## src/hdl/afpv_consts.vh

```
// Register offsets, field positions, reset values and masks of the alert and power-good bank
`ifndef AFPV_CONSTS_VH
`define AFPV_CONSTS_VH

// Register pointer values
`define AFPV_OFS_ALERT_MASK_ENABLE  8'h0f
`define AFPV_OFS_PG_UPPER_LIMIT     8'h10
`define AFPV_OFS_PG_LOWER_LIMIT     8'h11
`define AFPV_OFS_MAKER_IDENTITY     8'hfe
`define AFPV_OFS_DIE_IDENTITY       8'hff

// Alert mask/enable field positions
`define AFPV_SUM_SEL_HI             14
`define AFPV_SUM_SEL_LO             12
`define AFPV_WARN_LATCH_BIT         11
`define AFPV_CRIT_LATCH_BIT         10
`define AFPV_CRIT_FLAGS_HI          9
`define AFPV_CRIT_FLAGS_LO          7
`define AFPV_SUM_FLAG_BIT           6
`define AFPV_WARN_FLAGS_HI          5
`define AFPV_WARN_FLAGS_LO          3
`define AFPV_PG_FLAG_BIT            2
`define AFPV_TC_FLAG_BIT            1
`define AFPV_CONV_FLAG_BIT          0

// Reset values
`define AFPV_RST_ALERT_MASK_ENABLE  16'h0002
`define AFPV_RST_PG_UPPER_LIMIT     16'h2710
`define AFPV_RST_PG_LOWER_LIMIT     16'h2328

// Writable bits of the limit registers (sign and data, bits 2..0 reserved)
`define AFPV_LIMIT_MASK             16'hfff8

// Arbitrary identity values, not tied to any real part
`define AFPV_MAKER_CODE             16'h4d4b
`define AFPV_DIE_CODE               16'h0101

// Serial address of the device (arbitrary default)
`define AFPV_DEV_ADDR               7'h40

`endif

```

## src/hdl/afpv_serial_slave.v

```verilog
// Two-wire serial slave with register pointer and 16-bit word transfers
`timescale 1ns/100ps
`default_nettype none

module afpv_serial_slave
(
  input  wire        core_clk,
  input  wire        nrst,
  input  wire        scl_pin,
  input  wire        sda_in,
  output reg         sda_out,
  output reg         sda_oe,
  output reg  [7:0]  reg_ptr,
  output reg         wr_stb,
  output reg  [15:0] wr_data,
  output wire        rd_take,
  input  wire [15:0] rd_data
);

  `include "afpv_consts.vh"

  localparam [2:0] S_IDLE = 3'h0;
  localparam [2:0] S_ADDR = 3'h1;
  localparam [2:0] S_PTR  = 3'h2;
  localparam [2:0] S_DATA = 3'h3;
  localparam [2:0] S_READ = 3'h4;

  reg        scl_s1;
  reg        scl_s2;
  reg        scl_d;
  reg        sda_s1;
  reg        sda_s2;
  reg        sda_d;
  reg [2:0]  state;
  reg [3:0]  bit_cnt;
  reg [7:0]  shreg;
  reg [7:0]  data_hi;
  reg        byte_lsb;
  reg        ack_phase;
  reg        mst_nack;
  reg [15:0] tx;

  wire scl_rise   = scl_s2 & ~scl_d;
  wire scl_fall   = ~scl_s2 & scl_d;
  wire start_cond = scl_s2 & scl_d & sda_d & ~sda_s2;
  wire stop_cond  = scl_s2 & scl_d & ~sda_d & sda_s2;
  wire byte_end   = scl_fall & ~ack_phase & (bit_cnt == 4'h8);
  wire addr_hit   = (shreg[7:1] == `AFPV_DEV_ADDR);

  // Word is captured for sending on the same edge the read side effect fires
  assign rd_take = byte_end & (state == S_ADDR) & addr_hit & shreg[0];

  // Pin synchronisers; only the second stage and its delayed copy are looked at
  always @(posedge core_clk)
  begin
    if (!nrst)
    begin
      scl_s1 <= 1'b1;
      scl_s2 <= 1'b1;
      scl_d  <= 1'b1;
      sda_s1 <= 1'b1;
      sda_s2 <= 1'b1;
      sda_d  <= 1'b1;
    end
    else
    begin
      scl_s1 <= scl_pin;
      scl_s2 <= scl_s1;
      scl_d  <= scl_s2;
      sda_s1 <= sda_in;
      sda_s2 <= sda_s1;
      sda_d  <= sda_s2;
    end
  end

  // Bit and byte sequencer; data changes only while the clock line is low
  always @(posedge core_clk)
  begin
    if (!nrst)
    begin
      state     <= S_IDLE;
      bit_cnt   <= 4'h0;
      shreg     <= 8'h00;
      data_hi   <= 8'h00;
      byte_lsb  <= 1'b0;
      ack_phase <= 1'b0;
      mst_nack  <= 1'b0;
      tx        <= 16'h0000;
      sda_out   <= 1'b0;
      sda_oe    <= 1'b0;
      reg_ptr   <= 8'h00;
      wr_stb    <= 1'b0;
      wr_data   <= 16'h0000;
    end
    else
    begin
      sda_out <= 1'b0;
      wr_stb  <= 1'b0;
      if (start_cond)
      begin
        state     <= S_ADDR;
        bit_cnt   <= 4'h0;
        ack_phase <= 1'b0;
        byte_lsb  <= 1'b0;
        sda_oe    <= 1'b0;
      end
      else if (stop_cond)
      begin
        state  <= S_IDLE;
        sda_oe <= 1'b0;
      end
      else if (state != S_IDLE)
      begin
        if (scl_rise && !ack_phase && state != S_READ)
        begin
          shreg   <= {shreg[6:0], sda_s2};
          bit_cnt <= bit_cnt + 4'h1;
        end
        else if (scl_rise && state == S_READ)
        begin
          // Master acknowledge sampled after each sent byte
          if (ack_phase)
            mst_nack <= sda_s2;
          else
            bit_cnt <= bit_cnt + 4'h1;
        end
        if (byte_end)
        begin
          bit_cnt <= 4'h0;
          case (state)
            S_ADDR:
            begin
              if (addr_hit)
              begin
                sda_oe    <= 1'b1;
                ack_phase <= 1'b1;
                mst_nack  <= 1'b0;
                state     <= shreg[0] ? S_READ : S_PTR;
                if (shreg[0])
                  tx <= rd_data;
              end
              else
                state <= S_IDLE;
            end
            S_PTR:
            begin
              reg_ptr   <= shreg;
              sda_oe    <= 1'b1;
              ack_phase <= 1'b1;
              state     <= S_DATA;
            end
            S_DATA:
            begin
              sda_oe    <= 1'b1;
              ack_phase <= 1'b1;
              byte_lsb  <= ~byte_lsb;
              if (byte_lsb)
              begin
                wr_stb  <= 1'b1;
                wr_data <= {data_hi, shreg};
              end
              else
                data_hi <= shreg;
            end
            S_READ:
            begin
              // Release the line for the master acknowledge
              sda_oe    <= 1'b0;
              ack_phase <= 1'b1;
            end
            default:
              state <= S_IDLE;
          endcase
        end
        else if (scl_fall && ack_phase)
        begin
          ack_phase <= 1'b0;
          sda_oe    <= 1'b0;
          if (state == S_READ && !mst_nack)
          begin
            // Rotate so a long read repeats the word without a second fetch
            sda_oe <= ~tx[15];
            tx     <= {tx[14:0], tx[15]};
          end
          else if (state == S_READ)
            state <= S_IDLE;
        end
        else if (scl_fall && state == S_READ && bit_cnt != 4'h0)
        begin
          sda_oe <= ~tx[15];
          tx     <= {tx[14:0], tx[15]};
        end
      end
    end
  end

endmodule // afpv_serial_slave

`default_nettype wire

```

## src/hdl/afpv_alert_bank.v

```verilog
// Alert mask/enable, power-good limits and identity registers with alert pin logic
//
// Notes on behaviour
// - Reading the mask/enable register clears critical, sum, warning and conversion flags.
// - Writing the mask/enable register changes control fields only, never flags.
// - Bits 14..12 pick channels for the shunt sum; channel enables unaffected.
// - Bit 11 set makes the warning pin latch; clear keeps it transparent.
// - Bit 10 set makes the critical pin latch; clear keeps it transparent.
// - Bits 9..7 set on per-channel critical over-limit, assert critical pin, clear on read.
// - Bit 6 sets on sum over-limit, asserts critical pin, clears on read.
// - Bits 5..3 set on averaged warning over-limit, assert warning pin, clear on read.
// - Bit 2 mirrors the power-good pin and is not cleared by a read.
// - Bit 1 mirrors timing-control pin, resets high, restored only by reset.
// - Bit 0 sets on conversions done; clears on config write or mask read.
// - Power-good pin rises once every bus channel is above the upper limit.
// - While power-good, any bus channel below the lower limit drops the pin.
// - Limit registers: sign bit 15, data bits 14..3 at 8 mV, 2..0 reserved.
// - Reset loads upper limit with 10 V code, lower with 9 V code.
// - Two read-only identity words sit at the last two pointer values.
// - Critical compares each conversion, warning compares averaged value.
// - Shunt sum refreshes per cycle of selected channels, 40 uV step.
`timescale 1ns/100ps
`default_nettype none

module afpv_alert_bank
(
  input  wire        core_clk,
  input  wire        nrst,
  input  wire        scl_pin,
  input  wire        sda_in,
  output wire        sda_out,
  output wire        sda_oe,
  input  wire        soft_reset,
  input  wire        cfg_write_clear,
  input  wire        conv_done,
  input  wire [2:0]  crit_over,
  input  wire        sum_over,
  input  wire [2:0]  warn_over,
  input  wire        bus_meas_en,
  input  wire        bus_valid,
  input  wire [1:0]  bus_ch,
  input  wire [15:0] bus_volt,
  input  wire        timing_ctrl_event,
  output reg  [2:0]  sum_channel_select,
  output reg         critical_alert_n,
  output reg         warning_alert_n,
  output reg         power_good_pin,
  output reg         timing_ctrl_pin
);

  `include "afpv_consts.vh"

  reg        warn_pin_latch_on;
  reg        crit_pin_latch_on;
  reg [2:0]  crit_channel_flags;
  reg        sum_over_flag;
  reg [2:0]  warn_channel_flags;
  reg        conversion_done_flag;
  reg        crit_hold;
  reg        warn_hold;
  reg [15:0] power_good_upper_limit;
  reg [15:0] power_good_lower_limit;
  reg [2:0]  above_upper;
  reg [2:0]  below_lower;

  wire [7:0]  reg_ptr;
  wire        wr_stb;
  wire [15:0] wr_data;
  wire        rd_take;
  wire [15:0] rd_data;

  // Soft reset puts the bank registers back to their power-on state; the serial front end resets only on nrst
  wire rst_all = ~nrst | soft_reset;
  wire mask_rd = rd_take & (reg_ptr == `AFPV_OFS_ALERT_MASK_ENABLE);
  wire mask_wr = wr_stb & (reg_ptr == `AFPV_OFS_ALERT_MASK_ENABLE);
  wire upper_wr = wr_stb & (reg_ptr == `AFPV_OFS_PG_UPPER_LIMIT);
  wire lower_wr = wr_stb & (reg_ptr == `AFPV_OFS_PG_LOWER_LIMIT);

  // Signed compare of two limit-format words, reserved low bits ignored
  function signed_gt;
    input [15:0] a;
    input [15:0] b;
    begin
      signed_gt = $signed(a & `AFPV_LIMIT_MASK) > $signed(b & `AFPV_LIMIT_MASK);
    end
  endfunction

  // Read mux; unmapped pointers read zero, flags seen before any clear
  function [15:0] read_word;
    input [7:0] ptr;
    begin
      case (ptr)
        `AFPV_OFS_ALERT_MASK_ENABLE:
          read_word = {1'b0, sum_channel_select, warn_pin_latch_on, crit_pin_latch_on,
                       crit_channel_flags, sum_over_flag, warn_channel_flags,
                       power_good_pin, timing_ctrl_pin, conversion_done_flag};
        `AFPV_OFS_PG_UPPER_LIMIT:
          read_word = power_good_upper_limit;
        `AFPV_OFS_PG_LOWER_LIMIT:
          read_word = power_good_lower_limit;
        `AFPV_OFS_MAKER_IDENTITY:
          read_word = `AFPV_MAKER_CODE;
        `AFPV_OFS_DIE_IDENTITY:
          read_word = `AFPV_DIE_CODE;
        default:
          read_word = 16'h0000;
      endcase
    end
  endfunction

  assign rd_data = read_word(reg_ptr);

  // Serial front end
  afpv_serial_slave u_serial
  (
    .core_clk (core_clk),
    .nrst     (nrst),
    .scl_pin  (scl_pin),
    .sda_in   (sda_in),
    .sda_out  (sda_out),
    .sda_oe   (sda_oe),
    .reg_ptr  (reg_ptr),
    .wr_stb   (wr_stb),
    .wr_data  (wr_data),
    .rd_take  (rd_take),
    .rd_data  (rd_data)
  );

  // Control fields of the mask/enable register; flags are not touched here
  always @(posedge core_clk)
  begin
    if (rst_all)
    begin
      sum_channel_select <= 3'h0;
      warn_pin_latch_on  <= 1'b0;
      crit_pin_latch_on  <= 1'b0;
    end
    else if (mask_wr)
    begin
      sum_channel_select <= wr_data[`AFPV_SUM_SEL_HI:`AFPV_SUM_SEL_LO];
      warn_pin_latch_on  <= wr_data[`AFPV_WARN_LATCH_BIT];
      crit_pin_latch_on  <= wr_data[`AFPV_CRIT_LATCH_BIT];
    end
  end

  // Sticky flags; a new event in the read cycle survives the clear
  always @(posedge core_clk)
  begin
    if (rst_all)
    begin
      crit_channel_flags   <= 3'h0;
      sum_over_flag        <= 1'b0;
      warn_channel_flags   <= 3'h0;
      conversion_done_flag <= 1'b0;
    end
    else
    begin
      crit_channel_flags   <= (crit_channel_flags & ~{3{mask_rd}}) | crit_over;
      sum_over_flag        <= (sum_over_flag & ~mask_rd) | sum_over;
      warn_channel_flags   <= (warn_channel_flags & ~{3{mask_rd}}) | warn_over;
      conversion_done_flag <= (conversion_done_flag & ~mask_rd & ~cfg_write_clear)
                              | conv_done;
    end
  end

  // Alert pins: transparent follows the condition, latch mode holds to a read
  wire crit_cond      = (|crit_over) | sum_over;
  wire warn_cond      = |warn_over;
  wire next_crit_hold = crit_pin_latch_on & ((crit_hold & ~mask_rd) | crit_cond);
  wire next_warn_hold = warn_pin_latch_on & ((warn_hold & ~mask_rd) | warn_cond);

  always @(posedge core_clk)
  begin
    if (rst_all)
    begin
      crit_hold        <= 1'b0;
      warn_hold        <= 1'b0;
      critical_alert_n <= 1'b1;
      warning_alert_n  <= 1'b1;
    end
    else
    begin
      crit_hold        <= next_crit_hold;
      warn_hold        <= next_warn_hold;
      critical_alert_n <= ~(crit_cond | next_crit_hold);
      warning_alert_n  <= ~(warn_cond | next_warn_hold);
    end
  end

  // Power-good limits; reserved bits masked on write
  always @(posedge core_clk)
  begin
    if (rst_all)
    begin
      power_good_upper_limit <= `AFPV_RST_PG_UPPER_LIMIT;
      power_good_lower_limit <= `AFPV_RST_PG_LOWER_LIMIT;
    end
    else
    begin
      if (upper_wr)
        power_good_upper_limit <= wr_data & `AFPV_LIMIT_MASK;
      if (lower_wr)
        power_good_lower_limit <= wr_data & `AFPV_LIMIT_MASK;
    end
  end

  // Per-channel compare of each bus reading; nothing moves unless measuring
  always @(posedge core_clk)
  begin
    if (rst_all)
    begin
      above_upper <= 3'h0;
      below_lower <= 3'h0;
    end
    else if (bus_valid && bus_meas_en && bus_ch != 2'h3)
    begin
      above_upper[bus_ch] <= signed_gt(bus_volt, power_good_upper_limit);
      below_lower[bus_ch] <= signed_gt(power_good_lower_limit, bus_volt);
    end
  end

  // Power-good state doubles as the flag readback, so the two never disagree
  always @(posedge core_clk)
  begin
    if (rst_all)
      power_good_pin <= 1'b0;
    else if (!power_good_pin && (&above_upper))
      power_good_pin <= 1'b1;
    else if (power_good_pin && (|below_lower))
      power_good_pin <= 1'b0;
  end

  // Timing-control flag: high from reset, once dropped it stays down
  always @(posedge core_clk)
  begin
    if (rst_all)
      timing_ctrl_pin <= 1'b1;
    else if (timing_ctrl_event)
      timing_ctrl_pin <= 1'b0;
  end

endmodule // afpv_alert_bank

`default_nettype wire

```

## config.mk

```make
export PLATFORM = sky130hd
export DESIGN_NAME = afpv_alert_bank
export DESIGN_NICKNAME = d
export VERILOG_FILES = /design/src/hdl/afpv_serial_slave.v /design/src/hdl/afpv_alert_bank.v
export VERILOG_INCLUDE_DIRS = /design/src /design/src/hdl
export SDC_FILE = /design/constraint.sdc
export NUM_CORES = 1
export LEC_CHECK = 0
export BUFFER_PORTS_ARGS = -buffer_cell sky130_fd_sc_hd__buf_4
export CAP_MARGIN = 25
export CORE_UTILIZATION = 32
export DETAILED_ROUTE_END_ITERATION = 10
export HOLD_SLACK_MARGIN = 0.12
export SLEW_MARGIN = 10
export SYNTH_ARGS = -nofsm -noshare
export SYNTH_HDL_FRONTEND = slang
export SYNTH_HIERARCHICAL = 1
export SYNTH_SLANG_ARGS = --single-unit
export TNS_END_PERCENT = 10
```

## constraint.sdc

```tcl
create_clock -name core_clk -period 3.6 [get_ports core_clk]
set_input_delay 0.18 -clock core_clk [delete_from_list [all_inputs] [get_ports core_clk]]
set_output_delay 0.18 -clock core_clk [all_outputs]
set_load 0.02 [all_outputs]
```

==> results_dict.tcl <==
set metrics [dict create \
    status "finished clean" \
    grt_max_degree 41 \
    timing.hold.ws_ps 164 \
    coreArea_um2 18700 \
    drt_pass1_iterations 5 \
    top_layer "met4" \
    h-tree-depth 4 \
    met3_length_um 532 \
    grt_usage_pct 16.2 \
    dp_cells 959 \
    dp_hpwl_um 10600 \
    via_count 5277 \
    final_cells 1007 \
    cp-end-kind "flip-flop" \
    clock_tree.root_cell "clkbuf_16" \
    skew_ps 8.01 \
    cts-buffers-inserted 17 \
    met1_length_um 7570 \
    placed_cell_area_um2 6610 \
    antennaDiodeCount 0 \
    clock.fmax_mhz 323 \
    via_per_inst 5.24 \
    worst_r2r_endpoint "warning_alert_n$_SDFF_PP1_" \
    tritoncts "built" \
    holdCritStartpoint "nrst" \
    tns_ps 0 \
    grt_pass1_vias 4949 \
    hold_path_depth 2 \
    syn_inst 718 \
    period_needed_ps 3100 \
    place.gp.congestion 0.815 \
    wl_um 15400 \
    crit_type "flip-flop to flip-flop" \
    layout_commonest_cell "dfxtp_1" \
    final_antenna_net_count 0 \
    finalPower_mw 3.32 \
    initial_core_util_pct 32.7 \
    ys.warnings.count 6 \
    p_leak_nw 2.76 \
    setup_viol 0 \
    drc_errors 0 \
    clk_pin_slew_ps 60 \
    ff2ff_setup_slack_ps 500 \
    final_cell_area_um2 7390 \
    hp-class "input pin to flip-flop" \
    syn-cell-area_um2 6120 \
    rows 50 \
    wl_met2_um 7040 \
    final_cell_mix "dfxtp_1 (122), nand2_1 (90), nand3_1 (59)" \
    reg2reg_from "u_serial/bit_cnt[0]$_SDFFE_PP0P_" \
    ir_worst_vdd_mv 0.239 \
    syn_nets 781 \
    die_h_um 140 \
    die_w_um 140 \
    reg2regPathDepth 10 \
    fin_nets 823 \
    crit_required_ps 3960 \
    fin_crit_sh_pct 86.1 \
    worstMarginPinSlew_ps 911 \
    post-cts-setup-buffers 0 \
    powerDensity_nw_per_um2 449 \
    antenna_found_initial 0 \
    drv_slew 0 \
    routedWlPerCell_um 15.3 \
    critPathMaxFanout 12 \
    syn_avg_cell_area_um2 8.53 \
    first_iter_violations 326 \
    drive_gt1_share_pct 15.0 \
    area_growth_pct 20.7 \
    rsz0062_at_grt "false" \
    hold_viol 0 \
    portBuffers 39 \
    maxCapViolations 0 \
    slew_headroom_pct 38.9 \
    startpoint_type "flip-flop" \
    overflow 0 \
    die-area_um2 19700 \
    cts_buffer_depth 2 \
    grt_pass1_wl_um 25100 \
    clock-sinks 122 \
    pin_count 44 \
    hold_end "u_serial/scl_s2$_SDFF_PN1_" \
    cp_data_arrival_time_ps 3460 \
    clk-insertion-delay-late_ps 420 \
]
==> critical path, stage by stage (launching register included) <==
cell,delay (ps)
dfxtp_1,330
inv_1,80
ha_1,140
nor3b_4,370
and2_1,300
and4_1,260
and2_1,150
nand2_1,270
and3_1,320
o41ai_1,240
dlygate4sd3_1,580
==> flip-flops by register name, indices dropped and copies added (netlist names), 4 cells and up <==
signal / flops
power_good_lower_limit: 13
power_good_upper_limit: 13
u_serial/bit_cnt: 4
u_serial/data_hi: 8
u_serial/reg_ptr: 8
u_serial/shreg: 8
u_serial/tx: 16
u_serial/wr_data: 13
==> how the worst max path moves through the flow <==
stage,from,endpoint,cells past startpoint
6_report,u_serial/bit_cnt[0]$_SDFFE_PP0P_,warning_alert_n$_SDFF_PP1_,10
5_1_grt,u_serial/bit_cnt[0]$_SDFFE_PP0P_,warning_alert_n$_SDFF_PP1_,10
4_1_cts,u_serial/bit_cnt[0]$_SDFFE_PP0P_,warning_alert_n$_SDFF_PP1_,10
3_5_place_dp,u_serial/bit_cnt[0]$_SDFFE_PP0P_,warn_hold$_SDFF_PP0_,9
3_3_place_gp,u_serial/bit_cnt[0]$_SDFFE_PP0P_,warn_hold$_SDFF_PP0_,9
2_1_floorplan,u_serial/bit_cnt[0]$_SDFFE_PP0P_,warn_hold$_SDFF_PP0_,11
==> stage by stage <==
| stage | utilization (%) | setup WS [ps] |
|---|---|---|
| 6_report | 39.5 | 499 |
| 5_1_grt | 39.5 | 234 |
| 3_3_place_gp | 35.3 | 999 |
| 3_5_place_dp | 35.3 | 1020 |
| 4_1_cts | 39.5 | 567 |
| 2_1_floorplan | - | 1390 |
==> area by class of cell <==
type                       instances  area [um^2]
timing repair buffer              69          558
tap                              234          293
sequential                       122         2440
fill                            1880        11300
multi-input combinational        496         3270
inverter                          54          203
clock buffer                      20          457
clock inverter                    12          171
==> power breakdown <==
group / internal, mW / total (mW) / switching [mW] / leakage (nW)
clock: 1.19 / 1.80 / 0.616 / 0.302
sequential: 1.36 / 1.37 / 0.00795 / 0.986
combinational: 0.0656 / 0.143 / 0.0772 / 1.47
==> per-layer routing <==
metal	GRT usage, %	up-vias
met3	3.49	23
li1	-	2679
met1	21.3	2480
met4	6.42	0
met5	0	-
met2	25.8	95
==> timing repair <==
action | 4_1_cts | 5_1_grt
gates resized for setup | 0 | 0
hold endpoints to repair | 19 | 0
setup endpoints to repair | 0 | 0
hold buffers | 16 | 0
Power figures use the tool's default switching activity.
